===== src/common/cbs_pkg.sv =====
// Shared constants and types for the bus cycle sequencer
`default_nettype none
package cbs_pkg;
  // ----------------------------------------
  // Bus constants
  // ----------------------------------------
  localparam logic [15:0] ADDR_DUMMY = 16'hFFFF; // Dummy cycles read the restart vector low byte
  localparam logic [15:0] PC_RESET = 16'h0000; // First opcode address after reset
  localparam logic [15:0] ONE16 = 16'h0001;
  localparam logic [7:0] PAGE_ZERO = 8'h00; // High byte of a direct address
  // ----------------------------------------
  // Cycle numbers
  // ----------------------------------------
  localparam logic [2:0] CYC_OPCODE = 3'h1; // Opcode fetch
  localparam logic [2:0] CYC_INLINE = 3'h2; // First inline byte
  localparam logic [2:0] CYC_IMM_LO = 3'h3; // Second immediate byte
  localparam logic [2:0] CYC_DIR_BASE = 3'h3; // First operand access, direct
  localparam logic [2:0] CYC_IDX_BASE = 3'h4; // First operand access, indexed
  localparam logic [2:0] LEN_IMM_ALU = 3'h2;
  localparam logic [2:0] LEN_IMM_LD16 = 3'h3;
  localparam logic [2:0] LEN_IMM_D16 = 3'h4;
  localparam logic [2:0] TAIL_ONE = 3'h1;
  localparam logic [2:0] TAIL_TWO = 3'h2;
  localparam logic [2:0] TAIL_THREE = 3'h3;
  localparam logic [2:0] TAIL_NONE = 3'h0;
  localparam logic [2:0] STEP_FIRST = 3'h0;
  localparam logic [2:0] STEP_SECOND = 3'h1;
  // ----------------------------------------
  // Types
  // ----------------------------------------
  typedef enum logic [1:0] {M_IMM = 2'b00, M_DIR = 2'b01, M_IDX = 2'b10} cbs_mode_t;
  typedef enum logic [3:0] {
    K_ALU8 = 4'b0000, K_STA = 4'b0001, K_LD16 = 4'b0010, K_ST16 = 4'b0011, K_D16 = 4'b0100,
    K_RMW = 4'b0101, K_TST = 4'b0110, K_JMP = 4'b0111, K_JSR = 4'b1000
  } cbs_kind_t;
  typedef enum logic [2:0] {
    A_PC = 3'b000, A_FFFF = 3'b001, A_EA = 3'b010, A_EA1 = 3'b011, A_SP = 3'b100, A_SP1 = 3'b101, A_SPM = 3'b110
  } cbs_asel_t;
  typedef enum logic [2:0] {
    D_ACC = 3'b000, D_HI = 3'b001, D_LO = 3'b010, D_RETLO = 3'b011, D_RETHI = 3'b100, D_NEW = 3'b101
  } cbs_dsel_t;
  typedef enum logic [2:0] {
    T_NONE = 3'b000, T_CODE = 3'b001, T_OP8 = 3'b010, T_HI = 3'b011, T_LO = 3'b100, T_OFF = 3'b101,
    T_ADR = 3'b110, T_SUB = 3'b111
  } cbs_tag_t;
  typedef struct packed {
    cbs_asel_t asel;
    logic rnw;
    cbs_dsel_t dsel;
    cbs_tag_t tag;
  } cbs_step_t;
endpackage : cbs_pkg
`default_nettype wire


===== src/rtl/cbs_sequencer.sv =====
// Bus cycle sequencer for immediate, direct and indexed instructions
`default_nettype none
module cbs_sequencer import cbs_pkg::*; (
  // Clock and reset
  input wire logic clk,
  input wire logic rst_n,
  // Data bus pins
  input wire logic [7:0] data_in,
  output logic [7:0] data_out,
  output logic data_oe_n,
  // Address and direction pins
  output logic [15:0] addr,
  output logic rnw,
  // Opcode class, valid with the opcode on data_in in cycle 1
  input wire logic [1:0] cls_mode,
  input wire logic [3:0] cls_kind,
  // Register values from the core
  input wire logic [7:0] acc_val,
  input wire logic [15:0] reg16_val,
  input wire logic [7:0] new_val,
  input wire logic [15:0] idx_val,
  input wire logic [15:0] sp_val,
  // Captured read data towards the core
  output logic rd_valid,
  output logic [2:0] rd_tag,
  output logic [7:0] rd_data,
  output logic inst_done
);
  // ----------------------------------------
  // Decode functions
  // ----------------------------------------
  // Cycles after the inline bytes, shared by direct and indexed
  function automatic logic [2:0] tail_len(cbs_kind_t k);
    unique case (k)
      K_ALU8, K_STA: tail_len = TAIL_ONE;
      K_LD16, K_ST16: tail_len = TAIL_TWO;
      K_D16, K_RMW, K_TST, K_JSR: tail_len = TAIL_THREE;
      default: tail_len = TAIL_NONE; // Jump and unused codes
    endcase
  endfunction : tail_len

  // Total cycles of an instruction
  function automatic logic [2:0] ncyc(cbs_mode_t m, cbs_kind_t k);
    if (m == M_IMM) begin
      unique case (k)
        K_LD16: ncyc = LEN_IMM_LD16;
        K_D16: ncyc = LEN_IMM_D16;
        default: ncyc = LEN_IMM_ALU;
      endcase
    end else if (m == M_DIR) begin
      ncyc = 3'(CYC_INLINE + tail_len(k));
    end else begin
      ncyc = 3'(CYC_DIR_BASE + tail_len(k));
    end
  endfunction : ncyc

  // What the bus does in cycle n (n >= 2)
  function automatic cbs_step_t step(cbs_mode_t m, cbs_kind_t k, logic [2:0] n);
    cbs_step_t s;
    logic [2:0] j;
    s = '{asel: A_PC, rnw: 1'b1, dsel: D_ACC, tag: T_NONE};
    j = (m == M_DIR) ? 3'(n - CYC_DIR_BASE) : 3'(n - CYC_IDX_BASE);
    if (m == M_IMM) begin
      // Inline operand bytes, then the dummy cycle
      if (n == CYC_INLINE) s.tag = (k == K_ALU8) ? T_OP8 : T_HI;
      else if (n == CYC_IMM_LO) s.tag = T_LO;
      else s.asel = A_FFFF;
    end else if (n == CYC_INLINE) begin
      // Direct address byte or index offset; a direct call's byte is treated as address only
      s.tag = (m == M_IDX) ? T_OFF : ((k == K_JSR) ? T_NONE : T_ADR);
    end else if (m == M_IDX && n == CYC_DIR_BASE) begin
      s.asel = A_FFFF;
    end else begin
      s.asel = A_EA;
      unique case (k)
        K_ALU8: s.tag = T_OP8;
        K_STA: s.rnw = 1'b0;
        K_LD16, K_D16: begin
          // High byte at the address, low at the next, arithmetic adds a dummy
          if (j == STEP_FIRST) s.tag = T_HI;
          else if (j == STEP_SECOND) begin
            s.asel = A_EA1;
            s.tag = T_LO;
          end else s.asel = A_FFFF;
        end
        K_ST16: begin
          s.rnw = 1'b0;
          s.dsel = (j == STEP_FIRST) ? D_HI : D_LO;
          if (j != STEP_FIRST) s.asel = A_EA1;
        end
        K_RMW, K_TST: begin
          if (j == STEP_FIRST) s.tag = T_OP8;
          else if (j == STEP_SECOND || k == K_TST) s.asel = A_FFFF;
          else begin
            s.rnw = 1'b0;
            s.dsel = D_NEW;
          end
        end
        K_JSR: begin
          if (j == STEP_FIRST) s.tag = T_SUB;
          else begin
            s.rnw = 1'b0;
            s.dsel = (j == STEP_SECOND) ? D_RETLO : D_RETHI;
            if (j == STEP_SECOND) s.asel = A_SP;
            else s.asel = (m == M_DIR) ? A_SP1 : A_SPM;
          end
        end
        default: s.asel = A_PC;
      endcase
    end
    step = s;
  endfunction : step

  // ----------------------------------------
  // State
  // ----------------------------------------
  logic [2:0] cyc_q; // Cycle number of the current bus cycle
  cbs_mode_t mode_q; // Mode of the instruction in flight
  cbs_kind_t kind_q; // Kind of the instruction in flight
  cbs_tag_t tag_q; // Meaning of the current read
  logic dummy_q; // Current cycle is a dummy read
  logic [15:0] pc_q; // Address of the next inline byte
  logic [15:0] ea_q; // Effective address
  logic [15:0] addr_q;
  logic rnw_q;
  logic [7:0] dout_q;
  logic oe_n_q;
  logic rd_valid_q;
  logic [2:0] rd_tag_q;
  logic [7:0] rd_data_q;
  logic done_q;

  // ----------------------------------------
  // Next bus cycle
  // ----------------------------------------
  cbs_mode_t mode_c; // Class taken straight from the decoder in cycle 1
  cbs_kind_t kind_c;
  logic last_c; // Current cycle ends the instruction
  cbs_step_t nxt_c; // Next cycle of the same instruction
  logic [15:0] ea_c; // Effective address including this cycle's byte
  logic [15:0] tgt_c; // Next opcode address
  logic [15:0] addr_d;

  always_comb begin
    mode_c = (cyc_q == CYC_OPCODE) ? cbs_mode_t'(cls_mode) : mode_q;
    kind_c = (cyc_q == CYC_OPCODE) ? cbs_kind_t'(cls_kind) : kind_q;
    last_c = (cyc_q == ncyc(mode_c, kind_c));
    nxt_c = step(mode_c, kind_c, 3'(cyc_q + CYC_OPCODE));
    ea_c = ea_q;
    if (cyc_q == CYC_INLINE) begin
      ea_c = (mode_c == M_IDX) ? 16'(idx_val + {PAGE_ZERO, data_in}) : {PAGE_ZERO, data_in};
    end
    // Jumps continue at the effective address; the subroutine opcode is fetched again there
    tgt_c = ((kind_c == K_JMP || kind_c == K_JSR) && mode_c != M_IMM) ? ea_c : pc_q;
    unique case (nxt_c.asel)
      A_FFFF: addr_d = ADDR_DUMMY;
      A_EA: addr_d = ea_c;
      A_EA1: addr_d = 16'(ea_c + ONE16);
      A_SP: addr_d = sp_val;
      A_SP1: addr_d = 16'(sp_val + ONE16);
      A_SPM: addr_d = 16'(sp_val - ONE16);
      default: addr_d = pc_q;
    endcase
    if (last_c) addr_d = tgt_c;
  end

  // ----------------------------------------
  // Sequence
  // ----------------------------------------
  // Cycle counter and latched class
  always_ff @(posedge clk) begin
    if (!rst_n) begin
      cyc_q <= CYC_OPCODE;
      mode_q <= M_IMM;
      kind_q <= K_ALU8;
      tag_q <= T_CODE;
      dummy_q <= 1'b0;
      done_q <= 1'b0;
    end else begin
      cyc_q <= last_c ? CYC_OPCODE : 3'(cyc_q + CYC_OPCODE);
      mode_q <= mode_c;
      kind_q <= kind_c;
      tag_q <= last_c ? T_CODE : nxt_c.tag;
      dummy_q <= !last_c && (nxt_c.asel == A_FFFF);
      done_q <= last_c;
    end
  end

  // Program counter and effective address
  always_ff @(posedge clk) begin
    if (!rst_n) begin
      pc_q <= 16'(PC_RESET + ONE16);
      ea_q <= PC_RESET;
    end else begin
      ea_q <= ea_c;
      if (last_c) pc_q <= 16'(tgt_c + ONE16); // Past the opcode about to be fetched
      else if (nxt_c.asel == A_PC) pc_q <= 16'(pc_q + ONE16);
    end
  end

  // ----------------------------------------
  // Bus pins
  // ----------------------------------------
  // Address, direction and write data all come from flops for a clean cycle
  always_ff @(posedge clk) begin
    if (!rst_n) begin
      addr_q <= PC_RESET;
      rnw_q <= 1'b1;
      oe_n_q <= 1'b1;
      dout_q <= '0;
    end else begin
      addr_q <= addr_d;
      rnw_q <= last_c ? 1'b1 : nxt_c.rnw;
      oe_n_q <= last_c ? 1'b1 : nxt_c.rnw; // Drive only in write cycles
      unique case (nxt_c.dsel)
        D_HI: dout_q <= reg16_val[15:8];
        D_LO: dout_q <= reg16_val[7:0];
        D_RETLO: dout_q <= pc_q[7:0];
        D_RETHI: dout_q <= pc_q[15:8];
        D_NEW: dout_q <= new_val;
        default: dout_q <= acc_val;
      endcase
    end
  end

  // ----------------------------------------
  // Read capture
  // ----------------------------------------
  // Dummy reads and don't-care bytes are dropped here so the core never sees them
  always_ff @(posedge clk) begin
    if (!rst_n) begin
      rd_valid_q <= 1'b0;
      rd_tag_q <= T_NONE;
      rd_data_q <= '0;
    end else begin
      rd_valid_q <= rnw_q && !dummy_q && (tag_q != T_NONE);
      rd_tag_q <= tag_q;
      rd_data_q <= data_in;
    end
  end

  assign addr = addr_q;
  assign rnw = rnw_q;
  assign data_out = dout_q;
  assign data_oe_n = oe_n_q;
  assign rd_valid = rd_valid_q;
  assign rd_tag = rd_tag_q;
  assign rd_data = rd_data_q;
  assign inst_done = done_q;

  // ----------------------------------------
  // Assertions
  // ----------------------------------------
  // Antecedents also need rst_n as sampled: the release edge would otherwise start a check on pre-reset state
  AST_DRIVE_DIR: assert property (@(posedge clk) disable iff (!rst_n) (data_oe_n == rnw))
    else $error("data drive does not follow read/write level");
  AST_INLINE_NEXT: assert property (@(posedge clk) disable iff (!rst_n)
    rst_n && (cyc_q == CYC_OPCODE && !last_c) |=> (addr == $past(addr) + ONE16) && rnw)
    else $error("first inline byte not at opcode address plus one");
  AST_IMM_ALU: assert property (@(posedge clk) disable iff (!rst_n)
    rst_n && (cyc_q == CYC_OPCODE && cls_mode == M_IMM && cls_kind == K_ALU8)
    |=> (cyc_q == CYC_INLINE) ##1 (cyc_q == CYC_OPCODE) && rd_valid && (rd_tag == T_OP8))
    else $error("immediate operation not two cycles with operand captured");
  AST_DUMMY_DROP: assert property (@(posedge clk) disable iff (!rst_n)
    rst_n && dummy_q |-> (addr == ADDR_DUMMY) && rnw ##1 !rd_valid)
    else $error("dummy read not at all-ones or passed to core");
  AST_IDX_DUMMY: assert property (@(posedge clk) disable iff (!rst_n)
    rst_n && (cyc_q == CYC_INLINE && mode_q == M_IDX) |=> (addr == ADDR_DUMMY) && rnw)
    else $error("indexed third cycle not a dummy read");
  AST_D16_END: assert property (@(posedge clk) disable iff (!rst_n)
    rst_n && (inst_done && $past(kind_q) == K_D16) |-> $past(dummy_q))
    else $error("16-bit arithmetic does not end on a dummy read");
  AST_DIR_CALL: assert property (@(posedge clk) disable iff (!rst_n)
    rst_n && (mode_q == M_DIR && kind_q == K_JSR && cyc_q == CYC_DIR_BASE) |=> !rnw ##1 !rnw && addr == $past(addr) + ONE16)
    else $error("direct call stack writes wrong");
  AST_IDX_CALL: assert property (@(posedge clk) disable iff (!rst_n)
    rst_n && (mode_q == M_IDX && kind_q == K_JSR && cyc_q == CYC_IDX_BASE) |=> !rnw ##1 !rnw && addr == $past(addr) - ONE16)
    else $error("indexed call stack writes wrong");
  AST_RMW_BACK: assert property (@(posedge clk) disable iff (!rst_n)
    rst_n && (mode_q == M_IDX && kind_q == K_RMW && cyc_q == CYC_IDX_BASE) |=> dummy_q ##1 !rnw && addr == ea_q)
    else $error("read-modify-write does not write back");
  AST_TST_READ: assert property (@(posedge clk) disable iff (!rst_n)
    rst_n && (mode_q == M_IDX && kind_q == K_TST && cyc_q == CYC_IDX_BASE) |=> ##1 rnw && addr == ADDR_DUMMY)
    else $error("test operand sixth cycle not a dummy read");
  AST_ST16_PAIR: assert property (@(posedge clk) disable iff (!rst_n)
    rst_n && (kind_q == K_ST16 && !rnw && cyc_q == CYC_IDX_BASE && mode_q == M_IDX) |=> !rnw && addr == $past(addr) + ONE16)
    else $error("indexed 16-bit store not at consecutive addresses");
endmodule : cbs_sequencer
`default_nettype wire


===== config.mk =====
export PLATFORM = sky130hd
export DESIGN_NAME = cbs_sequencer
export DESIGN_NICKNAME = d
export VERILOG_FILES = /design/src/common/cbs_pkg.sv /design/src/rtl/cbs_sequencer.sv
export SDC_FILE = /design/constraint.sdc
export NUM_CORES = 1
export LEC_CHECK = 0
export ABC_AREA = 1
export ABC_CLOCK_PERIOD_IN_PS = 10200
export BUFFER_PORTS_ARGS = -buffer_cell sky130_fd_sc_hd__buf_2
export CAP_MARGIN = 20
export CORE_MARGIN = 10
export CORE_UTILIZATION = 45
export CTS_CLUSTER_DIAMETER = 50
export DETAILED_ROUTE_END_ITERATION = 8
export PLACE_DENSITY = 0.71
export SYNTH_ARGS = -nofsm -noshare
export SYNTH_HDL_FRONTEND = slang
export SYNTH_SLANG_ARGS = --single-unit

===== constraint.sdc =====
create_clock -name clk -period 10.2 [get_ports clk]
set_input_delay 2.04 -clock clk [delete_from_list [all_inputs] [get_ports clk]]
set_output_delay 2.04 -clock clk [all_outputs]
set_load 0.01 [all_outputs]

==> qor.yml, run 1 <==
nNetsFinal: 1332
r2r_start: "cyc_q[0]"
syn_inst: 1118
setup_viol: 0
ys_seq_area_frac: 0.236
drt_iter0_drc: 763
crit_family: "simple AND/OR/NAND/NOR gates"
met3_usage: 0.0444
grt_pass1_wl_mm: 36.9
p_per_area_nw_per_um2: 318
tritoncts: "yes"
worstMarginPinSlew_ns: 0.967
gp_congestion: 1.01
start_util: 0.462
grt_max_degree: 41
synth_ff_type: "dfxtp_1"
rows: 45
final_core_util: 0.529
grtUsageMet1: 0.283
syn_nets: 1228
cts_setup_buffers: 0
hold_depth: 2
critPathBufInv: 5
antenna_found_initial: 0
crit_slowest_cell: "inv_1"
ys_types: 53
clk_path_buf_depth: 2
fp.dieH_um: 145
fin_skew_ns: 0.00660
hold_viol: 0
cp-end-kind: "register"
fin_crit_ns: 5.89
gr-usage-met2: 0.330
cts_root_buffer: "clkbuf_16"
synth_warnings: 0
grt-ovfl-total: 0
boundaryPins: 119
hp-class: "register to register"
drt.antenna.violating_nets: 0
h-tree-depth: 3
hold_start: "tag_q[1]"
wl_mm: 22.7
reg2reg_to: "addr[15]"
insertion_delay_ns: 0.35
status: "finished clean"
power_mw: 2.57
numCtsBuffers: 9
die_area_um2: 21100
max-vdd-ir-drop_uv: 216
synth_edf_count: 0
core_um2: 15300
groute.usage.overall: 0.210
netlist_area_um2: 7050
rsz0062_at_grt: "no"
drive_gt1_frac: 0.194
crit_required_ns: 10.44
post_synth.cell_area_avg_um2: 6.30
yosys_register_bits: 83
grt_busiest_layer: "met2"
crit_top_cell: "nand2_1"
async_reset_ff_frac: 0
fin_tns_setup_ns: 0
antennaDiodeCount: 0
path_max_fanout: 14
clk_pin_slew_ns: 0.06
fmax_mhz: 170
num-fill-cells: 1592
clock_sinks: 83
post-dp-hpwl_mm: 17.8
drt-pass1-iter-count: 5
wl_per_cell_um: 15.8
cts-resized-gates: 0
fin_crit_sh: 0.577
syn_to_final_growth_pct: 14.5
slew_headroom: 0.353
cap_violations: 0
drcViolationCount: 0
reg2regPathDepth: 32
cts_hold_buf: 0
setup_ws_ns: 4.31
route.vias.total: 7701
grt_pass1_vias: 7183
worst_setup_path_start_kind: "primary input"
place_ws_ns: 4.04
viasPerCell: 5.36
slowest_delay_ns: 0.41
crit_type: "primary input to register"
worst-endpoint-arrival_ns: 6.13
rrSetupSlack_ns: 4.98
hold_path_end: "rd_tag[1]"
fp.dieW_um: 145
slew_violations: 0
portBuffers: 118
p_leak_nw: 4.06
-- metrics by stage --
stage          hold WS, ns  cell area (um^2)  cells
6_report             0.434              8070   1437
5_1_grt              0.453              8070   1437
4_1_cts              0.439              8070   1437
3_5_place_dp         0.430              7760   1422
3_3_place_gp         0.429              7760   1422
2_1_floorplan        0.413              7050   1118
-- routing by layer --
| layer | routed length, um | up-vias |
|---|---|---|
| met3 | 1870 | 24 |
| met2 | 10200 | 323 |
| met4 | 326 | 0 |
| met5 | 0 | - |
| met1 | 10300 | 3479 |
| li1 | - | 3875 |
-- cells in the mapped netlist (7+ instances only) --
cell,count,area share
xnor2_1,9,0.011
inv_1,141,0.075
nand4_1,33,0.029
nand3_1,84,0.060
clkbuf_1,11,0.0059
nand3b_1,7,0.0075
ha_1,28,0.050
inv_2,14,0.0075
buf_2,8,0.0057
nand2_2,30,0.027
nor2_2,9,0.0080
a21oi_1,66,0.047
xor2_1,10,0.012
o21ai_1,21,0.015
nand2_4,10,0.016
a31oi_1,7,0.0062
o21ai_0,59,0.042
nor2_1,106,0.056
nor2_4,7,0.011
nand3_2,12,0.017
dfxtp_1,83,0.24
nand2_1,284,0.15
-- sequential cells by signal, indices dropped and copies added (netlist names) --
register and flops:
cyc_q 3, rd_tag 3, rd_data 8, data_oe_n 1, rd_valid 1, ea_q 16
pc_q 16, mode_q 2, dummy_q 1, data_out 8, addr 16, inst_done 1
tag_q 3, kind_q 4
-- layout make-up --
cell class / instances / area, um^2 / area share
Timing Repair Buffer: 120 / 606 / 0.0750
Sequential cell: 83 / 1660 / 0.206
Tap cell: 211 / 264 / 0.0327
Multi-Input combinational cell: 850 / 4630 / 0.573
Clock inverter: 2 / 60.1 / 0.00744
Clock buffer: 13 / 250 / 0.0310
Inverter: 158 / 603 / 0.0747
-- where the power goes --
part	switching (mW)	internal, mW
logic	1.21	0.526
registers	0.0557	0.425
clock network	0.135	0.220
total	1.40	1.17
-- tightest hold or removal path, cell delays in order (launching register included) --
cell	delay (ns)
dfxtp_1	0.31
nand2_1	0.06
inv_1	0.03
-- worst max path at each step --
stage / start / endpoint / slack, ns / cells after the start
global route: cls_kind[2] / addr[15] / 3.87 / 33
floorplan: cls_mode[1] / addr[15] / 4.74 / 31
finish: cls_kind[2] / addr[15] / 4.31 / 33
global placement: cls_kind[2] / addr[15] / 4.15 / 33
CTS: cls_mode[1] / addr[15] / 4.39 / 32
detailed placement: cls_kind[2] / addr[15] / 4.04 / 33
-- logic make-up (layout without fill, tap and decap cells) --
family          Yosys count  after routing  synth area share
compound gates          199            199             0.165
xor+xnor                 19             19            0.0236
fa+ha+maj                30             30            0.0554
buf+inv                 185            293             0.108
flops                    83             83             0.236
simple gates            602            602             0.412
-- placed cells by master, fill, tap and decap left out, drive strengths merged, types with 5 or more instances in the layout --
cell,synthesis,layout
nand2,327,327
inv,157,157
nor2,124,124
buf,16,120
nand3,97,97
o21ai,85,85
dfxtp,83,83
a21oi,68,68
nand4,33,33
ha,28,28
clkbuf,11,13
xor2,10,10
xnor2,9,9
a31oi,8,8
nand3b,8,8
or2,7,7
o21bai,6,6
o211ai,6,6
o22ai,6,6
nor3,5,5
No activity file was read; power rests on OpenSTA's default activity.
==> run 2, diff against run 1 <==
--- a/config.mk
+++ b/config.mk
@@ -5,8 +5,8 @@
 export SDC_FILE = /design/constraint.sdc
 export NUM_CORES = 1
 export LEC_CHECK = 0
-export ABC_AREA = 1
-export ABC_CLOCK_PERIOD_IN_PS = 10200
+export ABC_AREA = 0
+export ABC_CLOCK_PERIOD_IN_PS = 5440
 export BUFFER_PORTS_ARGS = -buffer_cell sky130_fd_sc_hd__buf_2
 export CAP_MARGIN = 20
 export CORE_MARGIN = 10
==> constraint.sdc (replaced) <==
create_clock -name clk -period 5.44 [get_ports clk]
set_input_delay 1.088 -clock clk [delete_from_list [all_inputs] [get_ports clk]]
set_output_delay 1.088 -clock clk [all_outputs]
set_load 0.01 [all_outputs]
==> run 2 against run 1 <==
Sequential share of layout area fell by 1.1 points. First-iteration DRC count grew 19%. Register-to-register slack worse by 4.6 ns. Clock skew rose by 0.0050 ns. Utilization increased by 0.57 points. Final area up 5.6%. Worst hold slack worse by 0.037 ns. Critical path type is now register to register. Largest power group unchanged.
==> qor.yml, run 2 <==
status: "finished clean"
fin_skew_ns: 0.0116  # +0.00499 ns
synth_edf_count: 0  # unchanged
gp_congestion: 0.970  # -4.4%
final_core_util: 0.535  # +0.00571
fp.dieH_um: 148  # +1.7%
cp-end-kind: "register"
layout_commonest_cell: "buf_2"
num-fill-cells: 1583  # -0.57%
worst-endpoint-arrival_ns: 5.30  # -0.83 ns
yosysMostFrequentCell: "nand2_1"
portBuffers: 118  # unchanged
core_um2: 15900  # +4.5%
crit_required_ns: 5.69  # -4.75 ns
boundaryPins: 119  # unchanged
p_leak_nw: 3.38  # -17%
slew_violations: 0  # unchanged
worstMarginPinSlew_ns: 0.949  # -0.0171 ns
clk_path_buf_depth: 2  # unchanged
rows: 46  # +2.2%
grt_pass1_wl_mm: 40.5  # +9.7%
cts_setup_buffers: 0  # unchanged
synth_xor_area_frac: 0.0513  # +0.0276
synth_top_family_by_area: "compound AO/OA/AOI/OAI gates"
clk_pin_slew_ns: 0.07  # about the same
netlist_area_um2: 7320  # +3.9%
syn_nets: 1052  # -14%
synth-compound-area-share: 0.311  # +0.146
drt-pass1-iter-count: 6  # +1
fin_crit_ns: 5.06
synth_ff_type: "dfxtp_1"
synthAdderAreaFrac: 0.0533  # -0.00208
crit_type: "register to register"
h-tree-depth: 3  # unchanged
wl_mm: 25.3  # +12%
start_util: 0.459  # -0.00256
nNetsFinal: 1165  # -13%
mostFrequentLayoutCells: "118 x buf_2, 100 x nand2_1, 91 x nor2_1"
grt_max_degree: 38  # -7.3%
async_reset_ff_frac: 0  # unchanged
max-vdd-ir-drop_uv: 200  # -7.5%
ys_seq_area_frac: 0.227  # -0.00886
antenna_found_initial: 0  # unchanged
cts_root_buffer: "clkbuf_16"
drt_iter0_drc: 910  # +19%
synthMuxAreaShare: 0.0560  # +0.0560
fin_tns_setup_ns: 0  # unchanged
multiInputGateArea_um2: 5310  # +15%
insertion_delay_ns: 0.36  # about the same
drt.antenna.violating_nets: 0  # unchanged
power_mw: 4.63  # +80%
rsz0062_at_grt: "no"
yosys_register_bits: 83  # unchanged
route.vias.total: 7821  # +1.6%
yosysTopAreaCell: "dfxtp_1"
hp-class: "register to register"
groute.usage.overall: 0.228  # +0.0179
fp.dieW_um: 148  # +1.7%
clock_sinks: 83  # unchanged
setup_viol: 0  # unchanged
post_synth.cell_area_avg_um2: 7.77  # +23%
whs_ns: 0.397  # -0.0374 ns
wl_per_cell_um: 19.9  # +26%
post-dp-hpwl_mm: 19.4  # +8.8%
tritoncts: "yes"
hold_viol: 0  # unchanged
viasPerCell: 6.13  # +14%
synth_warnings: 0  # unchanged
fin_crit_sh: 0.930
drive_gt1_frac: 0.217  # +0.0229
grt_pass1_vias: 7397  # +3.0%
slew_headroom: 0.367  # +0.0138
drcViolationCount: 0  # unchanged
numCtsBuffers: 9  # unchanged
worst_setup_path_start_kind: "register"
path_max_fanout: 18  # +4
die_area_um2: 21800  # +3.4%
synth_top_area_share: 0.227  # -0.00886
syn_inst: 942  # -16%
seq_area_um2: 1660  # about the same
syn_to_final_growth_pct: 16.4
grt-ovfl-total: 0  # unchanged
ys_types: 103  # +94%
fmax_mhz: 198
finalInstanceArea_um2: 8520  # +5.6%
synth_common_cells: "100 x nand2_1, 91 x nor2_1, 83 x dfxtp_1, 66 x o21ai_0, 53 x a21oi_1"
p_per_area_nw_per_um2: 543  # +71%
synthTopCellsByArea: "dfxtp_1 23%, nand2_1 5.1%, ha_1 4.8%"
dpl-instance-area_um2: 8210  # +5.8%
cap_violations: 0  # unchanged
synthSimpleGateAreaFrac: 0.252  # -0.160
antennaDiodeCount: 0  # unchanged
==> run 2: cell types whose count changed after synthesis, sizes merged, moves of 23 or more <==
cell	previous run	this run
and2	1	26
clkbuf	11	34
inv	157	22
mux2i	0	30
nand2	327	102
nand3	97	25
nand4	33	10
nor2	124	93
==> run 2: power breakdown <==
group          internal (mW)  leakage (nW)  switching, mW
sequential             0.743         0.682          0.105
combinational           1.18          2.57           1.97
clock                  0.356         0.135          0.277
total                   2.28          3.38           2.35
==> run 2: worst max-delay path, cell delays in order (launching register included) <==
cell and delay, ns:
dfxtp_2 0.45, ha_2 0.31, nor2b_1 0.24, buf_12 0.20
mux2i_1 0.39, nor3_4 0.09, or2_2 0.34, nor2_1 0.14
ha_1 0.25, nor2_1 0.23, o31a_1 0.24, o221a_2 0.24
nand2_2 0.09, nor3_1 0.23, a21o_1 0.12, ha_1 0.24
nand3_1 0.12, inv_1 0.11, o21ai_2 0.11, a22oi_2 0.40
a2111oi_1 0.13, a311o_1 0.28
==> run 2: cells by family (layout without fill, tap and decap cells) <==
family	after synthesis	after routing
fa+ha+maj	30	30
mux	37	37
xor+xnor	42	42
simple gates	358	358
compound gates	314	314
buf+inv	78	196
flops	83	83
==> run 2: per-layer routing <==
metal,part of all wire,global-route usage,vias to the layer above
met2,0.42,0.336,399
li1,-,-,3768
met5,0,0,-
met3,0.098,0.0485,51
met4,0.030,0.0763,0
met1,0.46,0.320,3603
==> run 2: metrics by stage <==
| step | setup WS, ns | instances |
|---|---|---|
| 3_3_place_gp | 0.285 | 1259 |
| 2_1_floorplan | 0.132 | 942 |
| 3_5_place_dp | 0.167 | 1259 |
| 6_report | 0.383 | 1276 |
| 5_1_grt | 0.0215 | 1276 |
| 4_1_cts | 0.242 | 1275 |
==> run 2: timing repair <==
| item | in CTS | in global routing |
|---|---|---|
| setup endpoints to repair | 0 | 7 |
| hold buffers | 0 | 0 |
| gates resized for setup | 0 | 4 |
==> run 2: final cells by class <==
cell class	count	share of cell area
well taps	216	0.0317
multi-input cells	781	0.623
clock inverters	6	0.00778
clock buffers	10	0.0269
repair buffers	157	0.105
inverters	23	0.0101
flip-flops and latches	83	0.195
==> run 2: worst paths after layout <==
check / cells past startpoint / slack [ns] / endpoint / start
min: 1 / 0.40 / rd_valid / dummy_q
max: 21 / 0.38 / pc_q[12] / cyc_q[0]
min reg2reg: 1 / 0.40 / rd_valid / dummy_q
max reg2reg: 21 / 0.38 / pc_q[12] / cyc_q[0]
==> run 3, diff against run 2 <==
--- a/config.mk
+++ b/config.mk
@@ -10,10 +10,10 @@
 export BUFFER_PORTS_ARGS = -buffer_cell sky130_fd_sc_hd__buf_2
 export CAP_MARGIN = 20
 export CORE_MARGIN = 10
-export CORE_UTILIZATION = 45
+export CORE_UTILIZATION = 58
 export CTS_CLUSTER_DIAMETER = 50
 export DETAILED_ROUTE_END_ITERATION = 8
-export PLACE_DENSITY = 0.71
+export PLACE_DENSITY = 0.87
 export SYNTH_ARGS = -nofsm -noshare
 export SYNTH_HDL_FRONTEND = slang
 export SYNTH_SLANG_ARGS = --single-unit
==> run 3 against run 2 <==
Global-route usage is 4.2 points higher. Critical path depth is 2 higher. Via count is 3.1% higher. Maximum frequency is 0.62% lower. Sequential cell count stayed put. Combinational power hardly changed. Highest routed layer unchanged.
==> qor.yml, run 3 (same netlist as run 2, synthesis figures left out) <==
fin_crit_sh: 0.935  # +0.00581
layout_commonest_cell: "buf_2"
rrSetupSlack_ns: 0.35  # -0.03 ns
p_per_area_nw_per_um2: 549  # +1.1%
max-vdd-ir-drop_uv: 294  # +47%
worstMarginPinSlew_ns: 1.04  # +0.0914 ns
rows: 40  # -13%
boundaryPins: 119  # unchanged
fmax_mhz: 197  # -0.62%
crit_required_ns: 5.68  # about the same
power_mw: 4.67  # +0.81%
rsz0062_at_grt: "no"
grt_pass1_vias: 7718  # +4.3%
syn_to_final_growth_pct: 16.0
viasPerCell: 6.56  # +7.0%
wl_per_cell_um: 20.1  # +1.2%
insertion_delay_ns: 0.36  # about the same
hp-class: "register to register"
worst_setup_path_start_kind: "register"
drcViolationCount: 0  # unchanged
setup_viol: 0  # unchanged
drt_iter0_drc: 941  # +3.4%
cp-end-kind: "register"
slew_violations: 0  # unchanged
num-fill-cells: 1014  # -36%
fin_crit_ns: 5.09  # +0.0316 ns
r2r_start: "cyc_q[1]"
clock_sinks: 83  # unchanged
wl_mm: 24.7  # -2.5%
cts_setup_buffers: 0  # unchanged
cts_root_buffer: "clkbuf_16"
grt_pass1_wl_mm: 39.6  # -2.1%
grt-ovfl-total: 0  # unchanged
h-tree-depth: 3  # unchanged
antennaDiodeCount: 0  # unchanged
numCtsBuffers: 9  # unchanged
reg2regPathDepth: 23  # +9.5%
fin_skew_ns: 0.00740  # -0.00418 ns
groute.usage.overall: 0.270  # +0.0423
antenna_found_initial: 0  # unchanged
critical_path.cell_chain: "inv_1 -> ha_2 -> nor2b_1 -> buf_12 -> mux2_2 -> a21oi_1 -> or2_2 -> nor2_1 -> ha_1 -> nor2b_1 -> or3_1 -> o221a_2 -> o221a_2 -> nand2_2 -> nand2_1 -> o21ai_0 -> ha_1 -> nand3_1 -> inv_1 -> o21ai_2 -> a22oi_2 -> a2111oi_1 -> a311o_1"
post-dp-hpwl_mm: 18.5  # -4.8%
mostFrequentLayoutCells: "118 x buf_2, 100 x nand2_1, 91 x nor2_1"
gp_congestion: 1.00  # +3.5%
status: "finished clean"
clk_path_buf_depth: 2  # unchanged
fin_tns_setup_ns: 0  # unchanged
hold_viol: 0  # unchanged
slowest_delay_ns: 0.42  # -0.03 ns
slew_headroom: 0.304  # -0.0635
drt-pass1-iter-count: 6  # unchanged
start_util: 0.602  # +0.143
path_max_fanout: 18  # unchanged
p_leak_nw: 3.41  # +0.69%
fp.dieW_um: 132  # -10%
route.vias.total: 8067  # +3.1%
reg2reg_to: "pc_q[12]"
critPathLaunch: "cyc_q[1]"
drive_gt1_frac: 0.218  # +0.00147
core_um2: 12200  # -24%
tritoncts: "yes"
die_area_um2: 17500  # -20%
clk_pin_slew_ns: 0.07  # about the same
grt_max_degree: 37  # -2.6%
worst-endpoint-arrival_ns: 5.33  # +0.03 ns
cap_violations: 0  # unchanged
portBuffers: 118  # unchanged
drt.antenna.violating_nets: 0  # unchanged
cp-endpoint: "pc_q[12]"
crit_slowest_cell: "mux2_2"
crit_type: "register to register"
whs_ns: 0.414  # +0.0172 ns
fp.dieH_um: 132  # -10%
nNetsFinal: 1167  # +0.17%
==> run 3: area by class of cell <==
class / instances / area [um^2] / share of cell area
inverters: 23 / 86.3 / 0.0102
well taps: 168 / 210 / 0.0247
clock buffers: 11 / 233 / 0.0274
multi-input cells: 782 / 5320 / 0.627
clock inverters: 5 / 77.6 / 0.00913
repair buffers: 158 / 903 / 0.106
flip-flops and latches: 83 / 1660 / 0.196
==> run 3: worst min path at each step <==
| stage | slack, ns | startpoint | cells after the start | end |
|---|---|---|---|---|
| after floorplan | 0.37 | dummy_q | 1 | rd_valid |
| after global placement | 0.38 | dummy_q | 1 | rd_valid |
| after detailed placement | 0.40 | dummy_q | 1 | rd_valid |
| after CTS | 0.41 | dummy_q | 1 | rd_valid |
| after global routing | 0.42 | dummy_q | 1 | rd_valid |
| final | 0.41 | dummy_q | 1 | rd_valid |
==> run 3: layer usage <==
metal,vias to the layer above,GRT usage,routed length [um]
li1,3763,-,-
met1,3683,0.357,10200
met2,560,0.401,10500
met3,61,0.0831,3300
met4,0,0.100,722
met5,-,0,0
==> run 3: power by group <==
| part | internal (mW) | leakage (nW) | switching (mW) |
|---|---|---|---|
| logic | 1.19 | 2.58 | 1.97 |
| registers | 0.743 | 0.682 | 0.107 |
| clock network | 0.401 | 0.150 | 0.264 |
==> run 3: what timing repair did <==
item | 4_1_cts | 5_1_grt
hold buffers | 0 | 0
gates resized for setup | 0 | 5
setup endpoints to repair | 0 | 7
==> run 3: metrics by stage <==
| step | worst slack (ns) | utilization | instance area [um^2] | std cells |
|---|---|---|---|---|
| 6_report | 0.352 | 0.699 | 8500 | 1230 |
| 5_1_grt | 0.00496 | 0.699 | 8500 | 1230 |
| 4_1_cts | 0.218 | 0.697 | 8470 | 1229 |
| 3_5_place_dp | 0.0989 | 0.671 | 8160 | 1213 |
| 3_3_place_gp | 0.269 | 0.671 | 8160 | 1213 |
| 2_1_floorplan | 0.132 | - | 7320 | 942 |
==> run 3: worst max-delay path: cells and delay by family (launching register included) <==
kind,cells,cell delay [ns]
adder cells (fa/ha/maj),3,0.77
buffers and inverters,3,0.40
AND/OR/NAND/NOR,8,1.27
multiplexers,1,0.42
AO/OA/AOI/OAI,8,1.71
flip-flops,1,0.40
